==> src/hw/scbd_pkg.sv <==
package scbd_pkg;

    // ------------------------------------------------------------------
    // Command byte layout
    // ------------------------------------------------------------------
    localparam int CMD_BITS = 8;
    localparam int CMD_START_BIT = 7;
    localparam int CMD_DIR_BIT = 6;
    localparam int SEL_BITS = 6;
    localparam int BANK_MSB = 5;
    localparam int BANK_LSB = 3;
    localparam logic [7:0] CMD_RESET = 8'h00;
    localparam logic CMD_START_OK = 1'b0;
    localparam logic DIR_WRITE = 1'b0;
    localparam logic DIR_READ = 1'b1;

    // ------------------------------------------------------------------
    // Register selector codes
    // ------------------------------------------------------------------
    localparam logic [5:0] SEL_STATUS = 6'h00;
    localparam logic [5:0] SEL_CONV_MODE = 6'h01;
    localparam logic [5:0] SEL_IF_MODE = 6'h02;
    localparam logic [5:0] SEL_REG_CHECK = 6'h03;
    localparam logic [5:0] SEL_CONV_DATA = 6'h04;
    localparam logic [5:0] SEL_PIN_CFG = 6'h06;
    localparam logic [5:0] SEL_IDENT = 6'h07;
    localparam logic [2:0] BANK_CHANNEL = 3'h2;
    localparam logic [2:0] BANK_SETUP = 3'h4;
    localparam logic [2:0] BANK_FILTER = 3'h5;
    localparam logic [2:0] BANK_OFFSET = 3'h6;
    localparam logic [2:0] BANK_GAIN = 3'h7;

    // ------------------------------------------------------------------
    // Register widths in bytes
    // ------------------------------------------------------------------
    localparam logic [1:0] BYTES_1 = 2'h1;
    localparam logic [1:0] BYTES_2 = 2'h2;
    localparam logic [1:0] BYTES_3 = 2'h3;
    localparam int DATA_BITS = 24;

    // ------------------------------------------------------------------
    // Transaction states
    // ------------------------------------------------------------------
    typedef enum logic [2:0] {
        ST_IDLE = 3'b000,
        ST_CMD = 3'b001,
        ST_LOAD = 3'b010,
        ST_DATA = 3'b011,
        ST_SKIP = 3'b100
    } scbd_state_t;

endpackage

==> src/hw/scbd_dec_if.sv <==
`timescale 1ns/1ps
interface scbd_dec_if;
    logic [5:0] sel;
    logic [1:0] nbytes;
    logic known;

    modport decoder (
        input sel,
        output nbytes,
        output known
    );

    modport user (
        output sel,
        input nbytes,
        input known
    );
endinterface

==> src/hw/scbd_sel_decode.sv <==
`timescale 1ns/1ps
module scbd_sel_decode (
    // Selector in, width out
    scbd_dec_if.decoder dec
);
    import scbd_pkg::*;

    // ------------------------------------------------------------------
    // Selector to register width
    // ------------------------------------------------------------------
    always_comb begin
        dec.nbytes = BYTES_1;
        dec.known = 1'b1;
        case (dec.sel[BANK_MSB:BANK_LSB])
            3'h0: begin
                case (dec.sel)
                    SEL_STATUS: dec.nbytes = BYTES_1;
                    SEL_CONV_MODE: dec.nbytes = BYTES_2;
                    SEL_IF_MODE: dec.nbytes = BYTES_2;
                    SEL_REG_CHECK: dec.nbytes = BYTES_3;
                    SEL_CONV_DATA: dec.nbytes = BYTES_3;
                    SEL_PIN_CFG: dec.nbytes = BYTES_2;
                    SEL_IDENT: dec.nbytes = BYTES_2;
                    default: dec.known = 1'b0;
                endcase
            end
            // Upper three bits are the bank index, width is per bank
            BANK_CHANNEL: dec.nbytes = BYTES_2;
            BANK_SETUP: dec.nbytes = BYTES_2;
            BANK_FILTER: dec.nbytes = BYTES_2;
            BANK_OFFSET: dec.nbytes = BYTES_3;
            BANK_GAIN: dec.nbytes = BYTES_3;
            default: dec.known = 1'b0;
        endcase
    end

endmodule // scbd_sel_decode

==> src/hw/scbd_top.sv <==
`timescale 1ns/1ps
// Behaviour
// - Bit 6 of the command byte picks write when 0 and read when 1.
// - Bits 5 to 0 select the register used by this transaction.
// - Global registers sit at selector codes 0 to 4, 6 and 7.
// - Per-channel banks take eight codes each, low bits the index.
module scbd_top (
    // Clock and reset
    input wire logic CLK_SYS,
    input wire logic RSTN,
    // Serial link pins
    input wire logic SCLK,
    input wire logic CS_N,
    input wire logic DIN,
    output logic DOUT,
    output logic DOUT_EN_N,
    // Register side
    output logic CMD_VALID,
    output logic CMD_READ,
    output logic [5:0] CMD_SEL,
    output logic [1:0] CMD_NBYTES,
    input wire logic [scbd_pkg::DATA_BITS-1:0] RD_DATA,
    output logic [scbd_pkg::DATA_BITS-1:0] WR_DATA,
    output logic WR_STROBE,
    output logic BAD_SELECT
);
    import scbd_pkg::*;

    // ------------------------------------------------------------------
    // State
    // ------------------------------------------------------------------
    typedef struct packed {
        logic [2:0] sclk_s;
        logic [1:0] cs_s;
        logic [1:0] din_s;
        scbd_state_t st;
        logic [2:0] bit_cnt;
        logic [1:0] bytes_left;
        logic [7:0] cmd_shift;
        logic [7:0] cmd;
        logic [1:0] nbytes;
        logic [DATA_BITS-1:0] in_shift;
        logic [DATA_BITS-1:0] out_shift;
        logic dout;
        logic dout_en_n;
        logic cmd_valid;
        logic wr_strobe;
        logic [DATA_BITS-1:0] wr_data;
        logic bad_select;
    } scbd_regs_t;

    scbd_regs_t r_q;
    scbd_regs_t r_d;

    scbd_dec_if dec_bus ();

    logic sclk_rise;
    logic sclk_fall;
    logic cs_active;
    logic din_bit;
    logic [7:0] cmd_next;
    logic [DATA_BITS-1:0] in_next;
    logic byte_done;

    // ------------------------------------------------------------------
    // Width lookup
    // ------------------------------------------------------------------
    // Decoding the stored byte keeps the lookup off the sampling path
    assign dec_bus.sel = r_q.cmd[SEL_BITS-1:0];

    scbd_sel_decode u_decode (
        .dec(dec_bus)
    );

    // ------------------------------------------------------------------
    // Pin edges
    // ------------------------------------------------------------------
    // Edges only from the second and third stages, never the first
    assign sclk_rise = r_q.sclk_s[1] & ~r_q.sclk_s[2];
    assign sclk_fall = ~r_q.sclk_s[1] & r_q.sclk_s[2];
    assign cs_active = ~r_q.cs_s[1];
    assign din_bit = r_q.din_s[1];
    assign cmd_next = {r_q.cmd_shift[6:0], din_bit};
    assign in_next = {r_q.in_shift[DATA_BITS-2:0], din_bit};
    assign byte_done = (r_q.bit_cnt == 3'h7);

    // ------------------------------------------------------------------
    // Next state
    // ------------------------------------------------------------------
    always_comb begin
        r_d = r_q;
        r_d.sclk_s = {r_q.sclk_s[1:0], SCLK};
        r_d.cs_s = {r_q.cs_s[0], CS_N};
        r_d.din_s = {r_q.din_s[0], DIN};
        r_d.cmd_valid = 1'b0;
        r_d.wr_strobe = 1'b0;
        if (!cs_active) begin
            // Deselect aborts anything in progress
            r_d.st = ST_IDLE;
            r_d.bit_cnt = 3'h0;
            r_d.dout_en_n = 1'b1;
        end else begin
            case (r_q.st)
                ST_IDLE: begin
                    r_d.st = ST_CMD;
                    r_d.bit_cnt = 3'h0;
                end
                ST_CMD: begin
                    if (sclk_rise) begin
                        r_d.cmd_shift = cmd_next;
                        r_d.bit_cnt = r_q.bit_cnt + 3'h1;
                        if (byte_done) begin
                            // A byte with the top bit set is dropped
                            if (cmd_next[CMD_START_BIT] == CMD_START_OK) begin
                                r_d.cmd = cmd_next;
                                r_d.st = ST_LOAD;
                            end
                        end
                    end
                end
                ST_LOAD: begin
                    r_d.cmd_valid = 1'b1;
                    r_d.nbytes = dec_bus.nbytes;
                    r_d.bad_select = ~dec_bus.known;
                    r_d.bit_cnt = 3'h0;
                    r_d.in_shift = '0;
                    r_d.bytes_left = dec_bus.nbytes - BYTES_1;
                    // Left-align so the first bit out is the register MSB
                    case (dec_bus.nbytes)
                        BYTES_1: r_d.out_shift = {RD_DATA[7:0], 16'h0000};
                        BYTES_2: r_d.out_shift = {RD_DATA[15:0], 8'h00};
                        default: r_d.out_shift = RD_DATA;
                    endcase
                    if (!dec_bus.known) begin
                        // Unknown selector: no data phase this frame
                        r_d.st = ST_SKIP;
                    end else begin
                        r_d.st = ST_DATA;
                        if (r_q.cmd[CMD_DIR_BIT] == DIR_READ) begin
                            r_d.dout_en_n = 1'b0;
                            r_d.dout = r_d.out_shift[DATA_BITS-1];
                        end
                    end
                end
                ST_DATA: begin
                    if (sclk_fall && !r_q.dout_en_n) begin
                        r_d.dout = r_q.out_shift[DATA_BITS-1];
                    end
                    if (sclk_rise) begin
                        r_d.in_shift = in_next;
                        r_d.out_shift = {r_q.out_shift[DATA_BITS-2:0], 1'b0};
                        r_d.bit_cnt = r_q.bit_cnt + 3'h1;
                        if (byte_done) begin
                            if (r_q.bytes_left == 2'h0) begin
                                // Count reached: back to the command byte
                                r_d.st = ST_CMD;
                                r_d.dout_en_n = 1'b1;
                                r_d.cmd_shift = CMD_RESET;
                                if (r_q.cmd[CMD_DIR_BIT] == DIR_WRITE) begin
                                    r_d.wr_data = in_next;
                                    r_d.wr_strobe = 1'b1;
                                end
                            end else begin
                                r_d.bytes_left = r_q.bytes_left - 2'h1;
                            end
                        end
                    end
                end
                ST_SKIP: begin
                    r_d.dout_en_n = 1'b1;
                end
                default: begin
                    r_d.st = ST_IDLE;
                end
            endcase
        end
    end

    // ------------------------------------------------------------------
    // Registers
    // ------------------------------------------------------------------
    always_ff @(posedge CLK_SYS or negedge RSTN) begin
        if (!RSTN) begin
            r_q.sclk_s <= 3'h7;
            r_q.cs_s <= 2'h3;
            r_q.din_s <= 2'h0;
            r_q.st <= ST_IDLE;
            r_q.bit_cnt <= 3'h0;
            r_q.bytes_left <= 2'h0;
            r_q.cmd_shift <= CMD_RESET;
            r_q.cmd <= CMD_RESET;
            r_q.nbytes <= 2'h0;
            r_q.in_shift <= '0;
            r_q.out_shift <= '0;
            r_q.dout <= 1'b0;
            r_q.dout_en_n <= 1'b1;
            r_q.cmd_valid <= 1'b0;
            r_q.wr_strobe <= 1'b0;
            r_q.wr_data <= '0;
            r_q.bad_select <= 1'b0;
        end else begin
            r_q <= r_d;
        end
    end

    // ------------------------------------------------------------------
    // Outputs
    // ------------------------------------------------------------------
    assign DOUT = r_q.dout;
    assign DOUT_EN_N = r_q.dout_en_n;
    assign CMD_VALID = r_q.cmd_valid;
    assign CMD_READ = r_q.cmd[CMD_DIR_BIT];
    assign CMD_SEL = r_q.cmd[SEL_BITS-1:0];
    assign CMD_NBYTES = r_q.nbytes;
    assign WR_DATA = r_q.wr_data;
    assign WR_STROBE = r_q.wr_strobe;
    assign BAD_SELECT = r_q.bad_select;

endmodule // scbd_top

==> config.mk <==
export PLATFORM = sky130hd
export DESIGN_NAME = scbd_top
export DESIGN_NICKNAME = d
export VERILOG_FILES = /design/src/hw/scbd_pkg.sv /design/src/hw/scbd_dec_if.sv /design/src/hw/scbd_sel_decode.sv /design/src/hw/scbd_top.sv
export SDC_FILE = /design/constraint.sdc
export NUM_CORES = 1
export LEC_CHECK = 0
export BUFFER_PORTS_ARGS = -buffer_cell sky130_fd_sc_hd__buf_2
export CORE_MARGIN = 2
export CORE_UTILIZATION = 44
export CTS_BUF_LIST = sky130_fd_sc_hd__clkbuf_2
export DETAILED_ROUTE_END_ITERATION = 6
export PLACE_DENSITY = 0.72
export SLEW_MARGIN = 20
export SYNTH_ARGS = -nofsm -noshare
export SYNTH_HDL_FRONTEND = slang
export SYNTH_HIERARCHICAL = 1
export SYNTH_SLANG_ARGS = --single-unit
==> constraint.sdc <==
create_clock -name CLK_SYS -period 3.3 [get_ports CLK_SYS]
set_input_delay 0.495 -clock CLK_SYS [delete_from_list [all_inputs] [get_ports CLK_SYS]]
set_output_delay 0.495 -clock CLK_SYS [all_outputs]
set_load 0.05 [all_outputs]
==> impl_metrics.toml, run 1 <==
[outcome]
status = "complete, no violations"

[floorplanning]
dieHeight_um = 111
floorplan.die_area_sq_um = 12300
initial_core_util_pct = 45.6
die_x_um = 111
placementRows = 38
design.core.area_sq_um = 11000
top_level_ports = 67

[layout]
instances_no_fill = 616
design.final.nets = 507
postLayoutCellArea_sq_um = 5350
areaGrowthSynthToFinish_pct = 6.74
fill_cells = 1018
post-route-util_pct = 48.7
drive_gt1_share_pct = 28.4
diodes = 0

[hold_path]
hp-start = "RD_DATA[2]"
hold_class = "primary input to register"
hold_path_depth = 3
hold_path_end = "r_q[31]"

[clock_network]
cts_tree = "done"
cts-buffers-inserted = 9
cts.root.buffer_cell = "clkbuf_2"
max-clock-path-buffers = 2
cts_setup_buffers = 0
worstSkewPairLatency_ns = 0.63
clock-sinks = 107
cts_htree_levels = 3
worst_setup_hold_path_clk_slew_ns = 0.30
post_cts_resize_count = 0

[drt]
drt-pass1-iter-count = 5
initial_detailed_routing_violation_count = 215
num_vias = 3396
route.antenna.remaining_nets = 0
postRouteWirelength_mm = 10.1
vias_per_cell = 5.51
route.detailed.wl_per_inst_um = 16.4
drc = 0

[critical_path]
worstReg2RegEnd = "r_q[49]"
timing.reg2reg.worst_path_depth = 10
critical_path_class = "register to register"
rrSetupSlack_ns = 0.62
worstReg2RegStart = "CMD_SEL[2]"
type_of_element_launching_the_critical_path = "register"
worst-endpoint-arrival_ns = 3.25
critical_path.max_fanout = 25
endpoint_kind = "register"
critical_path_required_ns = 3.87

[synth]
synth-seq-cells = 107
synth_edf_count = 0
syn_avg_cell_area_sq_um = 11.3
synth-seq-area-share_pct = 53.6
synthCells = 445
yosys_most_used_dff = "dfrtp_1"
synth_cell_types = 53
synth.net_count = 481
postSynth.asyncResetShare_pct = 100
synth_area_sq_um = 5010
synth.yosys.warnings = 6

[global_routing]
number_of_antenna_violations_at_the_first_check_in_global_routing = 0
groute.usage.overall_pct = 17.1
grt-ovfl-total = 0
pin_count_of_the_biggest_net_entering_global_routing = 85
grt_pass1_wl_mm = 17.2
first_global_vias = 3376

[sta]
unrepaired_setup_endpoints_after_global_routing = "false"
maxSlewViolCount = 0
worst_slew_pin_slew_ns = 0.786
finalHoldViolCount = 0
finalSetupViolations = 0
setup_tns_ns = 0
period_share_pct = 81.3
period_minus_slack_ns = 2.68
max_freq_mhz = 373
slew_headroom_pct = 47.6
clock-skew-final_ns = 0.0407

[power]
max-vdd-ir-drop_mv = 0.153
power_leakage_uw = 0.00253
finalPower_uw = 2110
power.density_cell_area_nw_per_um2 = 394

[place]
port-buffer-count = 66
postPlaceCellArea_sq_um = 5160
placedCellCount = 596
place.gp.congestion = 0.806
hpwl_mm = 7.01

[job]
max-cap-violations = 0
[synthesized netlist by cell type, drive strengths merged, types with 2 or more instances]
cell,n,share of area (%)
nor4,3,0.97
nand2b,5,0.67
a21oi,21,2.2
nand3,7,0.70
o21ai,23,2.3
nor2,23,1.7
inv,7,0.52
ha,7,1.7
mux2,34,7.6
a31oi,9,1.1
or2,2,0.25
o31ai,2,0.40
nand2,38,2.8
a22o,33,5.8
nor3,10,1.0
a221oi,8,1.4
dfstp,6,3.1
o211ai,8,1.2
nor3b,3,0.45
o21bai,2,0.30
and2,2,0.25
clkbuf,14,1.0
nor2b,9,1.1
nand3b,3,0.77
buf,49,7.2
dfrtp,101,50
[registers in the layout, indices dropped and copies added, names as in the netlist, 2 cells and up]
register	flops
r_q	34
WR_DATA	24
cmd_next	8
r_d	4
CMD_SEL	6
CMD_NBYTES	2
in_next	23
[logic make-up after synthesis]
family,Yosys count,share of synthesized area [%]
AOI/OAI and AO/OA,116,16.4
xor gates and xnor gates,1,0.175
adders and majority gates,7,1.75
buffers and inverters,70,8.79
DFF,107,53.6
muxes,35,7.84
and+or+nand+nor,109,11.4
[worst max path at each step]
stage                          start      end  cells past startpoint
after floorplan           CMD_SEL[2]  r_q[42]                     11
after global routing      CMD_SEL[2]  r_q[49]                     10
after detailed placement  CMD_SEL[2]  r_q[49]                     10
after global placement    CMD_SEL[2]  r_q[45]                     10
final                     CMD_SEL[2]  r_q[49]                     10
after CTS                 CMD_SEL[2]  r_q[49]                     10
[report_power, final]
| group | leakage, uW | internal [uW] | switching [uW] |
|---|---|---|---|
| clock network | 0.0000833 | 200 | 477 |
| logic | 0.00110 | 34.0 | 51.5 |
| registers | 0.00135 | 1330 | 14.0 |
[placed cells by master, fill, tap and decap left out, types with 9 or more instances in the layout]
master,netlist,layout
buf_2,7,65
a21oi_1,20,20
nor2_1,23,23
nor2b_1,9,9
a22o_1,33,33
a31oi_1,9,9
nor3_1,10,10
clkbuf_2,0,9
nand2_1,38,38
o21ai_0,22,22
mux2_2,31,31
dfrtp_1,101,101
[layout make-up]
type	instances	area, sq um	area share (%)
flip-flops and latches	107	2690	50.2
multi-input cells	268	1880	35.2
repair buffers	78	437	8.17
well taps	140	175	3.28
clock inverters	7	95.1	1.78
clock buffers	9	45.0	0.842
inverters	7	26.3	0.491
[layer usage]
layer  vias up  track usage (%)  part of all wire, %
met3        13             3.77                  5.1
met1      1684             23.4                   47
li1       1611                -                    -
met4         0             6.58                  1.6
met2        88             26.9                   47
met5         -                0                    0
[timing repair]
item / in CTS / in global routing
hold buffers: 3 / 1
endpoints found under the setup margin: 0 / 0
endpoints found under the hold margin: 3 / 76
[metrics by stage]
stage          worst slack [ns]  hold slack [ns]
2_1_floorplan              1.00            0.199
3_3_place_gp              0.815            0.338
3_5_place_dp              0.675            0.343
4_1_cts                   0.633           0.0298
5_1_grt                   0.380            0.103
6_report                  0.619            0.138
[worst max-delay path: stages (launching register included)]
cell	delay, ns
dfrtp_1	0.49
nand2b_2	0.21
xnor2_1	0.14
o31ai_2	0.29
inv_1	0.09
ha_1	0.56
buf_4	0.33
a221oi_1	0.08
nor3_1	0.25
a21oi_1	0.07
a21oi_1	0.15
No activity file was read; power rests on OpenSTA's default activity.
==> run 2, diff against run 1 <==
==> constraint.sdc (replaced) <==
create_clock -name CLK_SYS -period 2.6 [get_ports CLK_SYS]
set_input_delay 0.39 -clock CLK_SYS [delete_from_list [all_inputs] [get_ports CLK_SYS]]
set_output_delay 0.39 -clock CLK_SYS [all_outputs]
set_load 0.05 [all_outputs]
==> impl_metrics.toml, run 2 (synthesis gave the netlist of run 1 again) <==
[global_routing]
number_of_antenna_violations_at_the_first_check_in_global_routing = 0
pin_count_of_the_biggest_net_entering_global_routing = 44
first_global_vias = 3443
grt_pass1_wl_mm = 17.1
groute.usage.overall_pct = 17.1
grt-ovfl-total = 0

[power]
power_report.internal_total_uw = 1970
power_switching_uw = 643
combinationalPowerShare_pct = 4.3
power_leakage_uw = 0.00257
max-vdd-ir-drop_mv = 0.205
power.density_cell_area_nw_per_um2 = 483
switching_share_pct = 24.6
clkPwrFrac_pct = 30.5
pwr-share-seq_pct = 65.2

[hold_path]
hold_class = "primary input to register"

[clock_network]
cts-buffers-inserted = 9
clock-sinks = 107
cts_tree = "done"
worst_setup_hold_path_clk_slew_ns = 0.30
post_cts_resize_count = 0
worstSkewPairLatency_ns = 0.60
cts_htree_levels = 3
max-clock-path-buffers = 2
cts.root.buffer_cell = "clkbuf_2"
cts_setup_buffers = 0

[critical_path]
critical_path_class = "register to register"
critical_path_required_ns = 3.13
critical_path.max_fanout = 25
worst-endpoint-arrival_ns = 2.82
endpoint_kind = "register"
type_of_element_launching_the_critical_path = "register"

[outcome]
status = "complete, no violations"

[floorplanning]
die_x_um = 111
initial_core_util_pct = 45.6
dieHeight_um = 111
floorplan.die_area_sq_um = 12300
design.core.area_sq_um = 11000
top_level_ports = 67
placementRows = 38

[sta]
maxSlewViolCount = 0
period_share_pct = 88.3
finalSetupViolations = 0
worst_slew_pin_slew_ns = 0.543
period_minus_slack_ns = 2.30
max_freq_mhz = 436
unrepaired_setup_endpoints_after_global_routing = "false"
finalHoldViolCount = 0
setup_tns_ns = 0
clock-skew-final_ns = 0.0300
slew_headroom_pct = 63.8
final_critical_path_setup_slack_ns = 0.304

[place]
place_worst_setup_slack_ns = 0.315
port-buffer-count = 66
hpwl_mm = 7.07
postPlaceCellArea_sq_um = 5250
place.gp.congestion = 0.845

[layout]
max_reg_flops = 34
commonest_non_fill_non_tap_cell_in_the_layout = "dfrtp_1"
design.final.nets = 514
diodes = 0
drive_gt1_share_pct = 29.4
layout.cells.most_common_list = "dfrtp_1, buf_2, nand2_1"
postLayoutCellArea_sq_um = 5420
regMostFlops = "r_q"
areaGrowthSynthToFinish_pct = 8.12

[drt]
route.antenna.remaining_nets = 0
route.detailed.wl_per_inst_um = 15.9
postRouteWirelength_mm = 9.91
initial_detailed_routing_violation_count = 267
drt-pass1-iter-count = 4
drc = 0
num_vias = 3403
vias_per_cell = 5.46

[job]
max-cap-violations = 0
## run 2: cell count changes in the layout (fill, tap and decap cells not counted), sizes merged
cell / delta
clkinv: -1
buf: +7
clkinvlp: +1
clkbuf: +1
inv: -1
## run 2: what timing repair did
item | CTS | global route
endpoints found under the hold margin | 34 | 0
hold buffers | 4 | 0
setup endpoints to repair | 0 | 0
## run 2: final timing paths
| check | start | endpoint | slack [ns] | depth (start not counted) |
|---|---|---|---|---|
| worst max-delay path | CMD_SEL[2] | r_q[50] | 0.30 | 10 |
| worst min-delay path | RD_DATA[7] | r_q[36] | 0.04 | 3 |
| worst max register to register | CMD_SEL[2] | r_q[50] | 0.30 | 10 |
| worst min register to register | r_d[108] | r_d[109] | 0.38 | 0 |
| max in group asynchronous | RSTN | CMD_READ | 1.57 | 3 |
| min in group asynchronous | RSTN | CMD_NBYTES[0] | 0.26 | 2 |
## run 2: layout make-up
class | count | area, sq um
timing repair buffer | 85 | 523
sequential | 107 | 2690
multi-input combinational | 268 | 1880
tap | 140 | 175
clock inverter | 6 | 72.6
clock buffer | 10 | 50.0
fill | 998 | 5570
inverter | 7 | 26.3
## run 2: critical path, cell delays in order, from the launching register on
cell	delay (ns)
dfrtp_1	0.47
nand2b_2	0.20
xnor2_1	0.13
o31ai_2	0.21
inv_1	0.08
ha_1	0.35
buf_4	0.23
a221oi_1	0.24
nor3_1	0.09
a21oi_1	0.14
a21oi_1	0.09
## run 2: layer usage
metal / global-route usage (%) / share of wire (%)
met1: 23.2 / 45
met2: 26.3 / 46
met3: 4.76 / 6.5
met4: 6.17 / 1.6
met5: 0 / 0
## run 2: through the flow
step	power (uW)	std cells	hold slack (ns)	utilization [%]
after floorplan	1760	445	0.0944	-
after global placement	1840	603	0.337	47.8
after detailed placement	1840	603	0.340	47.8
after CTS	2640	623	0.0135	49.3
after global routing	2740	623	0.00287	49.3
final	2620	623	0.0403	49.3
## run 2: power groups by stage
stage | combinational [uW] | clock [uW] | sequential (uW)
3_5_place_dp | 110 | 0 | 1730
2_1_floorplan | 41.0 | 0 | 1720
3_3_place_gp | 107 | 0 | 1730
6_report | 113 | 798 | 1700
4_1_cts | 115 | 822 | 1700
5_1_grt | 128 | 898 | 1710
==> run 3, diff against run 2 <==
--- a/config.mk
+++ b/config.mk
@@ -7,10 +7,11 @@
 export LEC_CHECK = 0
 export BUFFER_PORTS_ARGS = -buffer_cell sky130_fd_sc_hd__buf_2
 export CORE_MARGIN = 2
-export CORE_UTILIZATION = 44
+export CORE_UTILIZATION = 60
 export CTS_BUF_LIST = sky130_fd_sc_hd__clkbuf_2
 export DETAILED_ROUTE_END_ITERATION = 6
-export PLACE_DENSITY = 0.72
+export HOLD_SLACK_MARGIN = 0.06
+export PLACE_DENSITY = 0.91
 export SLEW_MARGIN = 20
 export SYNTH_ARGS = -nofsm -noshare
 export SYNTH_HDL_FRONTEND = slang
==> impl_metrics.toml, run 3 (synthesis gave the netlist of run 1 again) <==
[drt]
met2RoutedLength_mm = 4.82
vias_per_cell = 6.00
num_vias = 3548
postRouteWirelength_mm = 9.84
drt-pass1-iter-count = 4
drc = 0
wl_met3_um = 523
route.top_layer_used = "met4"
initial_detailed_routing_violation_count = 209
route.detailed.wl_per_inst_um = 16.6
detail_route.wirelength.met1_mm = 4.24
route.antenna.remaining_nets = 0

[layout]
combined_area_of_the_multi_input_logic_cells_sq_um = 1880
postLayoutCellArea_sq_um = 5370
areaGrowthSynthToFinish_pct = 7.24
fill_cells = 602
design.final.nets = 518
regMostFlops = "r_q"
diodes = 0
post-route-util_pct = 66.0
drive_gt1_share_pct = 29.0
layout.cells.most_common_list = "dfrtp_1, buf_2, nand2_1"
commonest_non_fill_non_tap_cell_in_the_layout = "dfrtp_1"
max_reg_flops = 34
footprint_of_the_flip_flops_and_latches_sq_um = 2690

[floorplanning]
placementRows = 33
design.core.area_sq_um = 8130
dieHeight_um = 95.4
top_level_ports = 67
die_x_um = 95.4
initial_core_util_pct = 61.6
floorplan.die_area_sq_um = 9090

[clock_network]
holdBufCountCts = 5
clock-sinks = 107
cts_htree_levels = 3
cts-buffers-inserted = 9
max-clock-path-buffers = 2
post_cts_resize_count = 0
cts_tree = "done"
cts_setup_buffers = 0
worstSkewPairLatency_ns = 0.60
cts.root.buffer_cell = "clkbuf_2"
worst_setup_hold_path_clk_slew_ns = 0.28

[sta]
worst_slew_pin_slew_ns = 0.714
maxSlewViolCount = 0
slew_headroom_pct = 52.4
hold-worst-slack_ns = 0.0809
period_minus_slack_ns = 2.40
max_freq_mhz = 417
finalHoldViolCount = 0
clock-skew-final_ns = 0.0317
period_share_pct = 92.2
setup_tns_ns = 0
finalSetupViolations = 0
unrepaired_setup_endpoints_after_global_routing = "false"

[power]
clkPwrFrac_pct = 27.8
pwr-share-seq_pct = 67.6
max-vdd-ir-drop_mv = 0.237
finalPower_uw = 2520
power_leakage_uw = 0.00256
power_switching_uw = 651
power_report.internal_total_uw = 1870
switching_share_pct = 25.8
power.density_cell_area_nw_per_um2 = 470
combinationalPowerShare_pct = 4.6

[critical_path]
worst-endpoint-arrival_ns = 2.92
worstReg2RegStart = "CMD_SEL[2]"
critical-path-top-delay-family = "compound AO/OA/AOI/OAI gates"
critical_path_class = "register to register"
cpPeakStageDelay_ns = 0.48
critical_path.max_fanout = 19
critical_path_required_ns = 3.12
path_cells = "nand2b_2 > xnor2_1 > o31ai_2 > inv_1 > ha_1 > buf_4 > a221oi_1 > nor3_1 > a21oi_1 > a21oi_1"
crit_buf_inv = 2
type_of_element_launching_the_critical_path = "register"
critPathLaunch = "CMD_SEL[2]"
critical-path-top-cell-by-count = "a21oi_1"
cpMaxStageDelayCell = "dfrtp_1"
endpoint_kind = "register"

[place]
place.gp.congestion = 0.882
hpwl_mm = 6.84
port-buffer-count = 66
postPlaceCellArea_sq_um = 5200

[outcome]
status = "complete, no violations"

[global_routing]
first_global_vias = 3324
number_of_antenna_violations_at_the_first_check_in_global_routing = 0
groute.usage.overall_pct = 22.1
pin_count_of_the_biggest_net_entering_global_routing = 57
grt-ovfl-total = 0
grt_pass1_wl_mm = 15.5

[hold_path]
hold_class = "primary input to register"
hp-start = "RD_DATA[1]"

[job]
max-cap-violations = 0
[run 3: cell types whose count changed in the layout (fill, tap and decap cells not counted), sizes merged]
cell	delta
dlygate4sd3	+4
bufinv	-1
clkbuf	-1
clkinv	+1
[run 3: layout make-up]
cell class              instances  area share [%]
well taps                     105            2.45
clock inverters                 6           0.932
flip-flops and latches        107            50.0
repair buffers                 89            10.2
inverters                       7           0.489
multi-input cells             268            35.1
clock buffers                   9           0.839
[run 3: stage by stage]
stage	worst slack (ns)	instances
2_1_floorplan	0.304	445
3_3_place_gp	0.353	568
3_5_place_dp	0.239	568
4_1_cts	0.197	588
5_1_grt	0.0160	591
6_report	0.203	591
[run 3: path summary, 6_finish.rpt]
check	end	slack (ns)	depth (start not counted)
min in group asynchronous	r_q[48]	0.32	2
max in group asynchronous	WR_DATA[6]	1.58	3
worst min register to register	r_d[109]	0.38	0
worst max-delay path	r_q[51]	0.20	10
worst min-delay path	r_q[30]	0.08	3
worst max register to register	r_q[51]	0.20	10
[run 3: worst min-delay path, stage by stage]
cell and delay (ns):
buf_2 0.12, nand3_1 0.08, a31oi_1 0.08
[run 3: power groups by stage]
| stage | registers, uW | clock network (uW) | logic [uW] |
|---|---|---|---|
| global placement | 1730 | 0 | 104 |
| floorplan | 1720 | 0 | 41.0 |
| finish | 1710 | 701 | 117 |
| global route | 1710 | 780 | 130 |
| detailed placement | 1730 | 0 | 108 |
| CTS | 1700 | 709 | 115 |
[run 3: metal layers]
metal | GRT usage (%) | up-vias
met5 | 0 | -
met4 | 9.30 | 0
met3 | 4.27 | 25
met2 | 35.6 | 120
met1 | 29.5 | 1772
li1 | - | 1631
